**src/shared/ubr_params.svh**
```systemverilog
`ifndef UBR_PARAMS_SVH
`define UBR_PARAMS_SVH
// Register byte offsets
`define UBR_MODE_OFS 12'h000
`define UBR_STAT_OFS 12'h004
`define UBR_TXD_OFS 12'h008
`define UBR_RXD_OFS 12'h00c
`define UBR_BAUD_OFS 12'h010
// Mode register fields
`define UBR_MODE_EN_BIT 15
`define UBR_MODE_STOP_BIT 0
`define UBR_MODE_PDS_LO 1
// Status/control register fields
`define UBR_ST_RXDA_BIT 0
`define UBR_ST_OVR_BIT 1
`define UBR_ST_FRAMING_ERROR_FLAG_BIT 2
`define UBR_ST_PARITY_ERROR_FLAG_BIT 3
`define UBR_ST_RX_IDLE_FLAG_BIT 4
`define UBR_ST_RXSEL_LO 6
`define UBR_ST_TSE_BIT 8
`define UBR_ST_TBF_BIT 9
`define UBR_ST_TXEN_BIT 10
`define UBR_ST_BRK_BIT 11
`define UBR_ST_TXIF_BIT 12
`define UBR_ST_RXIF_BIT 13
// Sizes and timing
`define UBR_FIFO_DEPTH 4
`define UBR_BRK_ZEROS 4'd12
`define UBR_OVS_LAST 4'hf
`define UBR_MAJ_S0 4'h7
`define UBR_MAJ_S2 4'h9
`define UBR_BAUD_RST 16'h0000
`endif

```
**src/shared/ubr_pkg.sv**
```systemverilog
`default_nettype none
package ubr_pkg;
   typedef enum logic [1:0] {UBR_TX_IDLE, UBR_TX_START, UBR_TX_DATA, UBR_TX_STOP} ubr_tx_st_t;
   typedef enum logic [1:0] {UBR_RX_IDLE, UBR_RX_START, UBR_RX_DATA, UBR_RX_STOP} ubr_rx_st_t;
   typedef logic [10:0] ubr_rx_entry_t; // {parity_error_flag, framing_error_flag, data[8:0]}
endpackage
`default_nettype wire

```
**src/hw/ubr_uart.sv**
```systemverilog
`timescale 1ns/100ps
`default_nettype none
`include "ubr_params.svh"
// Functional notes
// - Break frame: start bit, twelve zeros, one stop bit.
// - Transmit write with break and enable set starts break; data ignored.
// - Break bit self-clears after stop; queued character then follows.
// - Break starts only from idle, ahead of queued characters, and raises no transmit flag.
// - Shift-empty flag tracks shift register during break as usual.
// - Recovery at 16x baud with majority; shifter advances per bit.
// - After stop sample, word moves into receive FIFO if room.
// - Receive FIFO is four by nine bits; port reads oldest.
// - Fifth word with full FIFO sets overrun, word held, transfers blocked.
// - Only software clears overrun; clearing empties the receive FIFO.
// - Framing error set when stop bit sampled low.
// - Parity error reflects head word mismatch; meaningless in 9-bit mode.
// - Error flags stored with each FIFO word.
// - Receive select: 0x every transfer, 10 three or more, 11 full.
// - Receive select may change any time, no reset needed.
// - Receiver idle flag high when receive shifter empty; no interrupt.
// - Data-available flag high while FIFO holds unread word.
// - Transmit enable needs module enable; setting it raises transmit flag.
// - Transmit data write starts sending; full flag on bit 9.
// - Select 11 means 9-bit no parity; ninth bit from bit 8.
// - Module disable empties FIFOs, resets baud, clears flags except receive interrupt flag, aborts.
// - LSB first both ways, same format and rate.
module ubr_uart (
   input wire logic clk_i,
   input wire logic sys_rst_i,
   input wire logic clk_en_i,
   input wire logic psel_i,
   input wire logic penable_i,
   input wire logic pwrite_i,
   input wire logic [11:0] paddr_i,
   input wire logic [31:0] pwdata_i,
   output logic [31:0] prdata_o,
   output logic pready_o,
   output logic pslverr_o,
   input wire logic serial_in_pin_i,
   output logic serial_out_pin_o,
   output logic tx_irq_flag_o,
   output logic rx_irq_flag_o
);
   import ubr_pkg::*;

   logic module_enable_q, stop_count_select_q;
   logic [1:0] parity_data_select_q, rx_irq_select_q, tx_irq_select_q;
   logic [15:0] baud_divisor_q, baud_cnt_q;
   logic transmit_enable_q, break_request_q, tx_irq_flag_q, rx_irq_flag_q;
   logic overrun_flag_q;
   logic tick;
   logic wr_en, rd_en, acc;
   logic [8:0] txf_mem_q [0:`UBR_FIFO_DEPTH-1];
   logic [1:0] txf_wp_q, txf_rp_q;
   logic [2:0] txf_cnt_q;
   ubr_rx_entry_t rxf_mem_q [0:`UBR_FIFO_DEPTH-1];
   logic [1:0] rxf_wp_q, rxf_rp_q;
   logic [2:0] rxf_cnt_q;
   ubr_tx_st_t tx_st_q;
   logic [3:0] tx_ovs_q, tx_bit_q;
   logic [11:0] tx_shift_q;
   logic tx_is_break_q, tx_par_q;
   ubr_rx_st_t rx_st_q;
   logic [3:0] rx_ovs_q, rx_bit_q;
   logic [8:0] rx_shift_q;
   logic rx_par_q, rx_held_q, rx_full_q, rx_framing_error_flag_q, rx_parity_error_flag_q;
   logic [2:0] maj_q;
   logic rx_line;
   logic nine_bit, par_en;
   logic txd_wr, rxd_rd, stat_wr, tx_load, tx_done, rx_push, rx_word_done;
   logic [3:0] data_bits;
   logic [31:0] rd_data;

   // Decoded modes and strobes
   assign nine_bit = (parity_data_select_q == 2'h3);
   assign par_en = (parity_data_select_q == 2'h1) || (parity_data_select_q == 2'h2);
   assign data_bits = nine_bit ? 4'd9 : 4'd8;
   assign acc = clk_en_i && psel_i && penable_i;
   assign wr_en = acc && pwrite_i;
   assign rd_en = acc && !pwrite_i;
   assign txd_wr = wr_en && (paddr_i == `UBR_TXD_OFS) && module_enable_q;
   assign rxd_rd = rd_en && (paddr_i == `UBR_RXD_OFS) && (rxf_cnt_q != 3'h0);
   assign stat_wr = wr_en && (paddr_i == `UBR_STAT_OFS);
   assign tick = module_enable_q && (baud_cnt_q == baud_divisor_q);
   // Majority of three mid-bit samples
   assign rx_line = (maj_q[0] & maj_q[1]) | (maj_q[1] & maj_q[2]) | (maj_q[0] & maj_q[2]);

   // Register read mux
   always_comb begin
      rd_data = 32'h0;
      unique case (paddr_i)
         `UBR_MODE_OFS: begin
            rd_data[`UBR_MODE_EN_BIT] = module_enable_q;
            rd_data[`UBR_MODE_PDS_LO +: 2] = parity_data_select_q;
            rd_data[`UBR_MODE_STOP_BIT] = stop_count_select_q;
         end
         `UBR_STAT_OFS: begin
            rd_data[`UBR_ST_RXDA_BIT] = (rxf_cnt_q != 3'h0);
            rd_data[`UBR_ST_OVR_BIT] = overrun_flag_q;
            rd_data[`UBR_ST_FRAMING_ERROR_FLAG_BIT] = rxf_mem_q[rxf_rp_q][9] && (rxf_cnt_q != 3'h0);
            rd_data[`UBR_ST_PARITY_ERROR_FLAG_BIT] = rxf_mem_q[rxf_rp_q][10] && (rxf_cnt_q != 3'h0);
            rd_data[`UBR_ST_RX_IDLE_FLAG_BIT] = !rx_full_q && (rx_st_q == UBR_RX_IDLE);
            rd_data[`UBR_ST_RXSEL_LO +: 2] = rx_irq_select_q;
            rd_data[`UBR_ST_TSE_BIT] = (tx_st_q == UBR_TX_IDLE);
            rd_data[`UBR_ST_TBF_BIT] = (txf_cnt_q == 3'h4);
            rd_data[`UBR_ST_TXEN_BIT] = transmit_enable_q;
            rd_data[`UBR_ST_BRK_BIT] = break_request_q;
            rd_data[`UBR_ST_TXIF_BIT] = tx_irq_flag_q;
            rd_data[`UBR_ST_RXIF_BIT] = rx_irq_flag_q;
            rd_data[15:14] = tx_irq_select_q;
         end
         `UBR_RXD_OFS: rd_data[8:0] = nine_bit ? rxf_mem_q[rxf_rp_q][8:0] :
            {1'b0, rxf_mem_q[rxf_rp_q][7:0]};
         `UBR_BAUD_OFS: rd_data[15:0] = baud_divisor_q;
         default: rd_data = 32'h0;
      endcase
   end

   // APB answer, one cycle in access phase
   always_ff @(posedge clk_i) begin
      if (sys_rst_i) begin
         prdata_o <= 32'h0;
         pready_o <= 1'b0;
         pslverr_o <= 1'b0;
      end else if (clk_en_i) begin
         pready_o <= psel_i && !pready_o;
         pslverr_o <= psel_i && !pready_o && (paddr_i > `UBR_BAUD_OFS);
         prdata_o <= rd_data;
      end
   end

   // Configuration registers; mode and baud untouched by disable
   always_ff @(posedge clk_i) begin
      if (sys_rst_i) begin
         module_enable_q <= 1'b0;
         parity_data_select_q <= 2'h0;
         stop_count_select_q <= 1'b0;
         baud_divisor_q <= `UBR_BAUD_RST;
         rx_irq_select_q <= 2'h0;
         tx_irq_select_q <= 2'h0;
      end else if (wr_en && pready_o) begin
         if (paddr_i == `UBR_MODE_OFS) begin
            module_enable_q <= pwdata_i[`UBR_MODE_EN_BIT];
            parity_data_select_q <= pwdata_i[`UBR_MODE_PDS_LO +: 2];
            stop_count_select_q <= pwdata_i[`UBR_MODE_STOP_BIT];
         end
         if (paddr_i == `UBR_BAUD_OFS) baud_divisor_q <= pwdata_i[15:0];
         if (stat_wr) begin
            rx_irq_select_q <= pwdata_i[`UBR_ST_RXSEL_LO +: 2];
            tx_irq_select_q <= pwdata_i[15:14];
         end
      end
   end

   // Transmit control flags
   always_ff @(posedge clk_i) begin
      if (sys_rst_i || !module_enable_q) begin
         transmit_enable_q <= 1'b0;
         break_request_q <= 1'b0;
         tx_irq_flag_q <= 1'b0;
      end else if (clk_en_i) begin
         if (stat_wr && pready_o) begin
            transmit_enable_q <= pwdata_i[`UBR_ST_TXEN_BIT];
            break_request_q <= pwdata_i[`UBR_ST_BRK_BIT];
         end
         if (tx_done && tx_is_break_q) break_request_q <= 1'b0;
         if (stat_wr && pready_o && !pwdata_i[`UBR_ST_TXIF_BIT]) tx_irq_flag_q <= 1'b0;
         // Set wins over clear
         if ((stat_wr && pready_o && pwdata_i[`UBR_ST_TXEN_BIT] && !transmit_enable_q) ||
             (tx_load && tx_irq_select_q == 2'h0) ||
             (tx_load && txf_cnt_q == 3'h1 && tx_irq_select_q == 2'h1) ||
             (tx_done && !tx_is_break_q && txf_cnt_q == 3'h0 && tx_irq_select_q == 2'h2))
            tx_irq_flag_q <= 1'b1;
      end
   end

   // Baud counter
   always_ff @(posedge clk_i) begin
      if (sys_rst_i || !module_enable_q) baud_cnt_q <= 16'h0;
      else if (clk_en_i) baud_cnt_q <= tick ? 16'h0 : baud_cnt_q + 16'h1;
   end

   // Transmit FIFO; break-start write is not queued
   assign tx_load = clk_en_i && tx_st_q == UBR_TX_IDLE && txf_cnt_q != 3'h0 && transmit_enable_q &&
                    !break_request_q;
   assign tx_done = clk_en_i && tick && tx_st_q == UBR_TX_STOP && tx_ovs_q == `UBR_OVS_LAST &&
                    tx_bit_q == 4'h0;
   always_ff @(posedge clk_i) begin
      if (sys_rst_i || !module_enable_q) begin
         txf_wp_q <= 2'h0;
         txf_rp_q <= 2'h0;
         txf_cnt_q <= 3'h0;
      end else if (clk_en_i) begin
         logic push;
         push = txd_wr && pready_o && txf_cnt_q != 3'h4 &&
                !(break_request_q && transmit_enable_q && tx_st_q == UBR_TX_IDLE);
         if (push) begin
            txf_mem_q[txf_wp_q] <= pwdata_i[8:0];
            txf_wp_q <= txf_wp_q + 2'h1;
         end
         if (tx_load) txf_rp_q <= txf_rp_q + 2'h1;
         txf_cnt_q <= txf_cnt_q + {2'h0, push} - {2'h0, tx_load};
      end
   end

   // Transmitter: start, data or break zeros, parity, stop
   always_ff @(posedge clk_i) begin
      if (sys_rst_i || !module_enable_q || !transmit_enable_q) begin
         tx_st_q <= UBR_TX_IDLE;
         tx_ovs_q <= 4'h0;
         tx_bit_q <= 4'h0;
         tx_shift_q <= 12'h0;
         tx_is_break_q <= 1'b0;
         tx_par_q <= 1'b0;
         serial_out_pin_o <= 1'b1;
      end else if (clk_en_i) begin
         unique case (tx_st_q)
            UBR_TX_IDLE: begin
               serial_out_pin_o <= 1'b1;
               tx_ovs_q <= 4'h0;
               if (txd_wr && pready_o && break_request_q) begin
                  tx_is_break_q <= 1'b1;
                  tx_shift_q <= 12'h0;
                  tx_bit_q <= `UBR_BRK_ZEROS;
                  tx_st_q <= UBR_TX_START;
               end else if (tx_load) begin
                  tx_is_break_q <= 1'b0;
                  tx_shift_q <= {3'h0, txf_mem_q[txf_rp_q]};
                  tx_bit_q <= data_bits + {3'h0, par_en};
                  tx_par_q <= ^txf_mem_q[txf_rp_q][7:0] ^ (parity_data_select_q == 2'h2);
                  tx_st_q <= UBR_TX_START;
               end
            end
            UBR_TX_START: if (tick) begin
               serial_out_pin_o <= 1'b0;
               tx_ovs_q <= tx_ovs_q + 4'h1;
               if (tx_ovs_q == `UBR_OVS_LAST) tx_st_q <= UBR_TX_DATA;
            end
            UBR_TX_DATA: if (tick) begin
               // LSB first; parity sent after last data bit
               if (!tx_is_break_q && par_en && tx_bit_q == 4'h1) serial_out_pin_o <= tx_par_q;
               else serial_out_pin_o <= tx_shift_q[0];
               tx_ovs_q <= tx_ovs_q + 4'h1;
               if (tx_ovs_q == `UBR_OVS_LAST) begin
                  tx_shift_q <= {1'b0, tx_shift_q[11:1]};
                  tx_bit_q <= tx_bit_q - 4'h1;
                  if (tx_bit_q == 4'h1) begin
                     tx_st_q <= UBR_TX_STOP;
                     tx_bit_q <= (stop_count_select_q && !tx_is_break_q) ? 4'h1 : 4'h0;
                  end
               end
            end
            UBR_TX_STOP: if (tick) begin
               serial_out_pin_o <= 1'b1;
               tx_ovs_q <= tx_ovs_q + 4'h1;
               if (tx_ovs_q == `UBR_OVS_LAST) begin
                  if (tx_bit_q == 4'h0) tx_st_q <= UBR_TX_IDLE;
                  else tx_bit_q <= 4'h0;
               end
            end
         endcase
      end
   end

   // Receiver: 16x recovery, shifter per bit
   assign rx_word_done = clk_en_i && tick && rx_st_q == UBR_RX_STOP && rx_ovs_q == `UBR_OVS_LAST;
   always_ff @(posedge clk_i) begin
      if (sys_rst_i || !module_enable_q) begin
         rx_st_q <= UBR_RX_IDLE;
         rx_ovs_q <= 4'h0;
         rx_bit_q <= 4'h0;
         rx_shift_q <= 9'h0;
         rx_par_q <= 1'b0;
         rx_framing_error_flag_q <= 1'b0;
         rx_parity_error_flag_q <= 1'b0;
         maj_q <= 3'h7;
      end else if (clk_en_i && tick) begin
         rx_ovs_q <= rx_ovs_q + 4'h1;
         if (rx_ovs_q >= `UBR_MAJ_S0 && rx_ovs_q <= `UBR_MAJ_S2)
            maj_q <= {maj_q[1:0], serial_in_pin_i};
         unique case (rx_st_q)
            UBR_RX_IDLE: begin
               rx_ovs_q <= 4'h0;
               if (!serial_in_pin_i && !rx_full_q) rx_st_q <= UBR_RX_START;
            end
            UBR_RX_START: if (rx_ovs_q == `UBR_OVS_LAST) begin
               if (rx_line) rx_st_q <= UBR_RX_IDLE; // false start
               else begin
                  rx_st_q <= UBR_RX_DATA;
                  rx_bit_q <= 4'h0;
                  rx_shift_q <= 9'h0;
               end
            end
            UBR_RX_DATA: if (rx_ovs_q == `UBR_OVS_LAST) begin
               rx_bit_q <= rx_bit_q + 4'h1;
               if (rx_bit_q < data_bits) rx_shift_q[rx_bit_q] <= rx_line;
               else rx_par_q <= rx_line;
               if (rx_bit_q + 4'h1 == data_bits + {3'h0, par_en}) rx_st_q <= UBR_RX_STOP;
            end
            UBR_RX_STOP: if (rx_ovs_q == `UBR_OVS_LAST) begin
               rx_framing_error_flag_q <= !rx_line;
               rx_parity_error_flag_q <= par_en &&
                  (rx_par_q != (^rx_shift_q[7:0] ^ (parity_data_select_q == 2'h2)));
               rx_st_q <= UBR_RX_IDLE;
            end
         endcase
      end
   end

   // Completed-word holding and receive FIFO
   assign rx_push = clk_en_i && rx_full_q && !overrun_flag_q && rxf_cnt_q != 3'h4;
   always_ff @(posedge clk_i) begin
      if (sys_rst_i || !module_enable_q) begin
         rx_full_q <= 1'b0;
         overrun_flag_q <= 1'b0;
         rxf_wp_q <= 2'h0;
         rxf_rp_q <= 2'h0;
         rxf_cnt_q <= 3'h0;
         rx_held_q <= 1'b0;
      end else if (clk_en_i) begin
         if (rx_word_done) rx_full_q <= 1'b1;
         else if (rx_push) rx_full_q <= 1'b0;
         rx_held_q <= rx_full_q;
         if (rx_push) begin
            rxf_mem_q[rxf_wp_q] <= {rx_parity_error_flag_q, rx_framing_error_flag_q, rx_shift_q};
            rxf_wp_q <= rxf_wp_q + 2'h1;
         end
         if (rxd_rd && pready_o) rxf_rp_q <= rxf_rp_q + 2'h1;
         rxf_cnt_q <= rxf_cnt_q + {2'h0, rx_push} - {2'h0, rxd_rd && pready_o};
         if (rx_full_q && rx_held_q && rxf_cnt_q == 3'h4 && !rx_push) overrun_flag_q <= 1'b1;
         if (stat_wr && pready_o && !pwdata_i[`UBR_ST_OVR_BIT] && overrun_flag_q) begin
            overrun_flag_q <= 1'b0;
            rxf_wp_q <= 2'h0;
            rxf_rp_q <= 2'h0;
            rxf_cnt_q <= 3'h0;
         end
      end
   end

   // Receive interrupt flag, set on transfer by select
   always_ff @(posedge clk_i) begin
      if (sys_rst_i) rx_irq_flag_q <= 1'b0;
      else if (clk_en_i) begin
         if (stat_wr && pready_o && !pwdata_i[`UBR_ST_RXIF_BIT]) rx_irq_flag_q <= 1'b0;
         if (rx_push && (!rx_irq_select_q[1] ||
             (rx_irq_select_q == 2'h2 && rxf_cnt_q - {2'h0, rxd_rd && pready_o} >= 3'h2) ||
             (rx_irq_select_q == 2'h3 && rxf_cnt_q - {2'h0, rxd_rd && pready_o} == 3'h3)))
            rx_irq_flag_q <= 1'b1;
      end
   end

   // Flags out straight from flops
   always_ff @(posedge clk_i) begin
      if (sys_rst_i) begin
         tx_irq_flag_o <= 1'b0;
         rx_irq_flag_o <= 1'b0;
      end else if (clk_en_i) begin
         tx_irq_flag_o <= tx_irq_flag_q;
         rx_irq_flag_o <= rx_irq_flag_q;
      end
   end

   a_break_no_txif: assert property (@(posedge clk_i) disable iff (sys_rst_i)
      (((txd_wr && pready_o && break_request_q && transmit_enable_q && tx_st_q == UBR_TX_IDLE) ||
        (tx_is_break_q && tx_st_q != UBR_TX_IDLE)) && !tx_irq_flag_q && !(stat_wr && pready_o))
      |=> !tx_irq_flag_q)
      else $error("break changed tx flag");
   a_brk_clears_bit: assert property (@(posedge clk_i) disable iff (sys_rst_i)
      (tx_done && tx_is_break_q && !(stat_wr && pready_o)) |=> !break_request_q)
      else $error("break bit not cleared");
   a_brk_zero_line: assert property (@(posedge clk_i) disable iff (sys_rst_i)
      (tx_is_break_q && tx_st_q == UBR_TX_DATA && $past(tx_st_q) == UBR_TX_DATA)
      |-> !serial_out_pin_o)
      else $error("break not low");
   a_ovr_on_full: assert property (@(posedge clk_i) disable iff (sys_rst_i)
      (clk_en_i && module_enable_q && rx_full_q && rx_held_q && rxf_cnt_q == 3'h4 &&
       !(stat_wr && pready_o)) |=> overrun_flag_q)
      else $error("overrun not flagged");
   a_fifo_bound: assert property (@(posedge clk_i) disable iff (sys_rst_i)
      rxf_cnt_q <= 3'h4 && txf_cnt_q <= 3'h4)
      else $error("fifo count out of range");
   a_ovr_clear_empty: assert property (@(posedge clk_i) disable iff (sys_rst_i)
      (module_enable_q && clk_en_i && stat_wr && pready_o && overrun_flag_q &&
       !pwdata_i[`UBR_ST_OVR_BIT]) |=> (rxf_cnt_q == 3'h0))
      else $error("fifo not reset");
   a_rxif_full: assert property (@(posedge clk_i) disable iff (sys_rst_i)
      (rx_push && !(rxd_rd && pready_o) && rx_irq_select_q == 2'h3 && rxf_cnt_q == 3'h3)
      |=> rx_irq_flag_q)
      else $error("rx flag missed");
   a_disable_clear: assert property (@(posedge clk_i) disable iff (sys_rst_i)
      !module_enable_q |=> (!transmit_enable_q && !overrun_flag_q && rxf_cnt_q == 3'h0))
      else $error("disable did not clear");
endmodule
`default_nettype wire

```
**config.mk**
```make
export PLATFORM = sky130hd
export DESIGN_NAME = ubr_uart
export DESIGN_NICKNAME = d
export VERILOG_FILES = /design/src/shared/ubr_pkg.sv /design/src/hw/ubr_uart.sv
export VERILOG_INCLUDE_DIRS = /design/src /design/src/shared
export SDC_FILE = /design/constraint.sdc
export NUM_CORES = 1
export LEC_CHECK = 0
export ABC_CLOCK_PERIOD_IN_PS = 3800
export BUFFER_PORTS_ARGS = -buffer_cell sky130_fd_sc_hd__buf_2
export CORE_ASPECT_RATIO = 0.75
export CORE_MARGIN = 1
export CORE_UTILIZATION = 60
export CTS_CLUSTER_DIAMETER = 120
export DETAILED_ROUTE_END_ITERATION = 6
export PLACE_DENSITY = 0.78
export SYNTH_ARGS = -nofsm -noshare
export SYNTH_HDL_FRONTEND = slang
export SYNTH_SLANG_ARGS = --single-unit
```
**constraint.sdc**
```tcl
create_clock -name clk_i -period 3.8 [get_ports clk_i]
set_clock_uncertainty 0.05 [all_clocks]
set_input_delay 0.76 -clock clk_i [delete_from_list [all_inputs] [get_ports clk_i]]
set_output_delay 0.76 -clock clk_i [all_outputs]
set_load 0.01 [all_outputs]
```
==> results.ini <==
[outcome]
outcome = finished, final reports clean

[min_path]
hp-start = tx_bit_q[1]
holdPathEnd = tx_bit_q[1]
hold_class = flop to flop
hold_depth = 2

[global_route]
antenna_found_initial = 0
grt_pass1_wl_um = 38100
grt_pass1_vias = 7004
grt_max_degree = 47
grt.total_usage_pct = 28.8
grt_overflow_total = 0

[power_and_ir_drop]
p_switching_uw = 970
seqPwrFrac_pct = 52.0
p_sw_share_pct = 21.4
irDropWorstVdd_mv = 0.375
combPwrFrac_pct = 2.5
p_int_mw = 3.57
leakagePower_nw = 4.16
clkPwrFrac_pct = 45.6
powerDensity_nw_per_um2 = 406

[yosys]
yosys.area.top_type = dfxtp_1
synth.top_cell.area_share_pct = 26.2
ys_ff_latch = 212
netlist_instances = 985
syn_area_um2 = 10100
yosysSeqAreaShare_pct = 50.0
yosysWarningCount = 0
synth_cell_type_count = 69
synth_edf_count = 80
async_flop_share_pct = 0
ys.flop_type = dfxtp_1
syn_avg_cell_area_um2 = 10.2
ys_top_cells_by_area = dfxtp_1, edfxtp_1, mux4_2

[cts]
holdBufCountCts = 0
ctsResizeCount = 0
post_cts_buffers = 0
htreeDepth = 1
cts.clk_slew.worst_paths_ns = 0.06
clockBufferDepth = 3
clock-sinks = 212
cts_tree = built
insertion_delay_ns = 0.51
cts_buffers = 21
clockRootBuffer = clkbuf_16

[critical_path]
arrival_ns = 3.61
cpPeakStageDelay_ns = 0.57
cp-end-kind = flop
reg2reg_to = txf_cnt_q[2]
worst_setup_path_start_kind = flop
r2r_slack_ns = 0.52
crit_chain = inv_1 -> ha_1 -> nand2_1 -> or4b_1 -> inv_1 -> ha_1 -> inv_1 -> ha_1 -> fa_1 -> xor2_1 -> nor2_1 -> xnor2_1 -> nor2_1
cp_num_buf_inv = 3
criticalPathCategory = flop to flop
r2r_start = tx_st_q[0]
crit_fanout = 9
critPathRequiredTime_ns = 4.13
r2r_cells = 13
cp_slowest_cell = or4b_1
critPathTopFamily = adder cells

[floorplanning]
initial_utilization_pct = 62.2
die_width_um = 152
die_y_um = 114
die-area_um2 = 17300
row_count = 40
core_area_um2 = 16200
num_io_pins = 88

[sta]
period_needed_ns = 3.28
finalSetupTns_ns = 0
slew_headroom_pct = 43.6
fmax_mhz = 305
finalSetupViolations = 0
final-hold-violation-count = 0
tightest_slew_ns = 0.843
rsz0062_at_grt = false
finalCritPeriodShare_pct = 86.2
drv_slew = 0

[drt]
viasPerCell = 6.14
drt_pass1_iterations = 6
drt-total-wl_um = 24800
ant_nets = 0
drtIter0Drc = 796
drc = 0
wl_per_cell_um = 19.8
vias = 7677

[placed_design]
io_buffers = 55
dp_hpwl_um = 17400
place_area_um2 = 10500
gp_congestion = 0.901

[cells_and_area]
drive_above_1_share_pct = 13.9
area_growth_syn_to_layout_pct = 10.6
finalInstanceArea_um2 = 11200
antenna_cells = 0
fin_nets = 1111
post-route-util_pct = 68.8

[flow_run]
max-cap-violations = 0

==> worst max path at each step <==
| stage | startpoint | endpoint | cells past startpoint |
|---|---|---|---|
| after floorplan | paddr_i[9] | txf_cnt_q[2] | 12 |
| after global placement | paddr_i[4] | rxf_cnt_q[2] | 13 |
| after detailed placement | paddr_i[4] | txf_cnt_q[2] | 13 |
| after CTS | tx_st_q[0] | txf_cnt_q[2] | 13 |
| after global routing | tx_st_q[0] | txf_cnt_q[2] | 13 |
| final | tx_st_q[0] | txf_cnt_q[2] | 13 |
==> logic make-up after synthesis <==
| kind of cell | after synthesis | synth area share, % |
|---|---|---|
| and+or+nand+nor | 358 | 17.6 |
| DFF | 212 | 50.0 |
| AOI/OAI and AO/OA | 159 | 9.83 |
| buffers and inverters | 104 | 4.66 |
| xor gates and xnor gates | 64 | 5.69 |
| muxes | 52 | 7.66 |
| adders and majority gates | 35 | 4.46 |
| other | 1 | 0.0372 |
==> synth_stat cells, types with 3 or more instances <==
cell       instances
buf_4             17
nor2b_1            5
a41oi_1            3
a221oi_1           6
buf_2              7
xnor2_1           26
nand4_1           19
mux4_2            20
o21ai_0           41
nor4_1            15
a2bb2oi_1          3
and4_1             6
a31oi_1           11
and2_1             3
nand2b_1           5
nor3b_1            3
nor2_1            92
xor2_1            37
edfxtp_1          80
mux2i_1           30
o31ai_1            5
clkbuf_1          40
dfxtp_1          132
a22oi_1            5
nand2_1          102
o41ai_1            3
or3_1              7
a211oi_1           6
buf_1              4
ha_1              32
nor3_1            36
a21oi_1           59
inv_1             34
nand3_1           27
or4b_1             3
or2_2              3
and3_1            17
==> flip-flops by register name (all words and copies together) (netlist names), 3 cells and up, named ones only <==
name            count
rxf_cnt_q           3
baud_cnt_q         16
prdata_o           16
rxf_mem_q          44
tx_ovs_q            4
rx_bit_q            4
maj_q               3
tx_bit_q            4
tx_shift_q          9
rx_ovs_q            4
rx_shift_q          9
txf_mem_q          36
txf_cnt_q           3
baud_divisor_q     16
==> worst register-to-register path: cells and delay by family (launching register included) <==
| family | cells | cell delay [ns] |
|---|---|---|
| buffers and inverters | 3 | 0.42 |
| DFF | 1 | 0.33 |
| xor gates and xnor gates | 2 | 0.28 |
| adders and majority gates | 4 | 1.19 |
| and+or+nand+nor | 4 | 0.90 |
==> metrics by stage <==
step           total power [mW]  hold slack (ns)  std cells  setup WS, ns
2_1_floorplan              2.47            0.396       1000         0.459
3_3_place_gp               2.52            0.406       1213         0.332
4_1_cts                    4.54            0.426       1251         0.581
3_5_place_dp               2.52            0.414       1213         0.218
6_report                   4.54            0.423       1251         0.523
5_1_grt                    4.65            0.454       1251         0.370
==> layer usage <==
metal  wire length, µm  GRT usage [%]  up-vias
li1                  -              -     3598
met3              2080           5.22       54
met4               644           8.71        0
met5                 0              0        -
met1             11300           43.1     3703
met2             10800           42.2      322
==> power groups by stage <==
stage,registers [mW],logic (mW),clock network [mW]
floorplan,2.41,0.0610,0
global placement,2.41,0.108,0
detailed placement,2.41,0.110,0
CTS,2.36,0.110,2.08
global route,2.36,0.121,2.17
finish,2.36,0.113,2.07
==> layout make-up <==
class / instances / area, µm²
repair buffers: 72 / 403
inverters: 35 / 131
flip-flops and latches: 212 / 5040
well taps: 210 / 263
clock buffers: 29 / 597
multi-input cells: 684 / 4640
clock inverters: 9 / 87.6
fillers: 1264 / 5050
==> cells in the final DEF, fill, tap and decap left out, types with 4 or more instances in the layout <==
master / count
a211oi_1: 6
a21oi_1: 59
a221oi_1: 6
a22oi_1: 5
a31oi_1: 11
and3_1: 17
and4_1: 6
buf_2: 55
buf_4: 17
clkbuf_16: 21
clkbuf_8: 4
conb_1: 16
dfxtp_1: 132
edfxtp_1: 80
ha_1: 32
inv_1: 34
mux2i_1: 30
mux4_2: 20
nand2_1: 102
nand2b_1: 5
nand3_1: 27
nand4_1: 19
nor2_1: 92
nor2b_1: 5
nor3_1: 36
nor4_1: 14
o21ai_0: 41
o31ai_1: 5
or3_1: 7
xnor2_1: 26
xor2_1: 37
(Power assumes the default switching activity.)
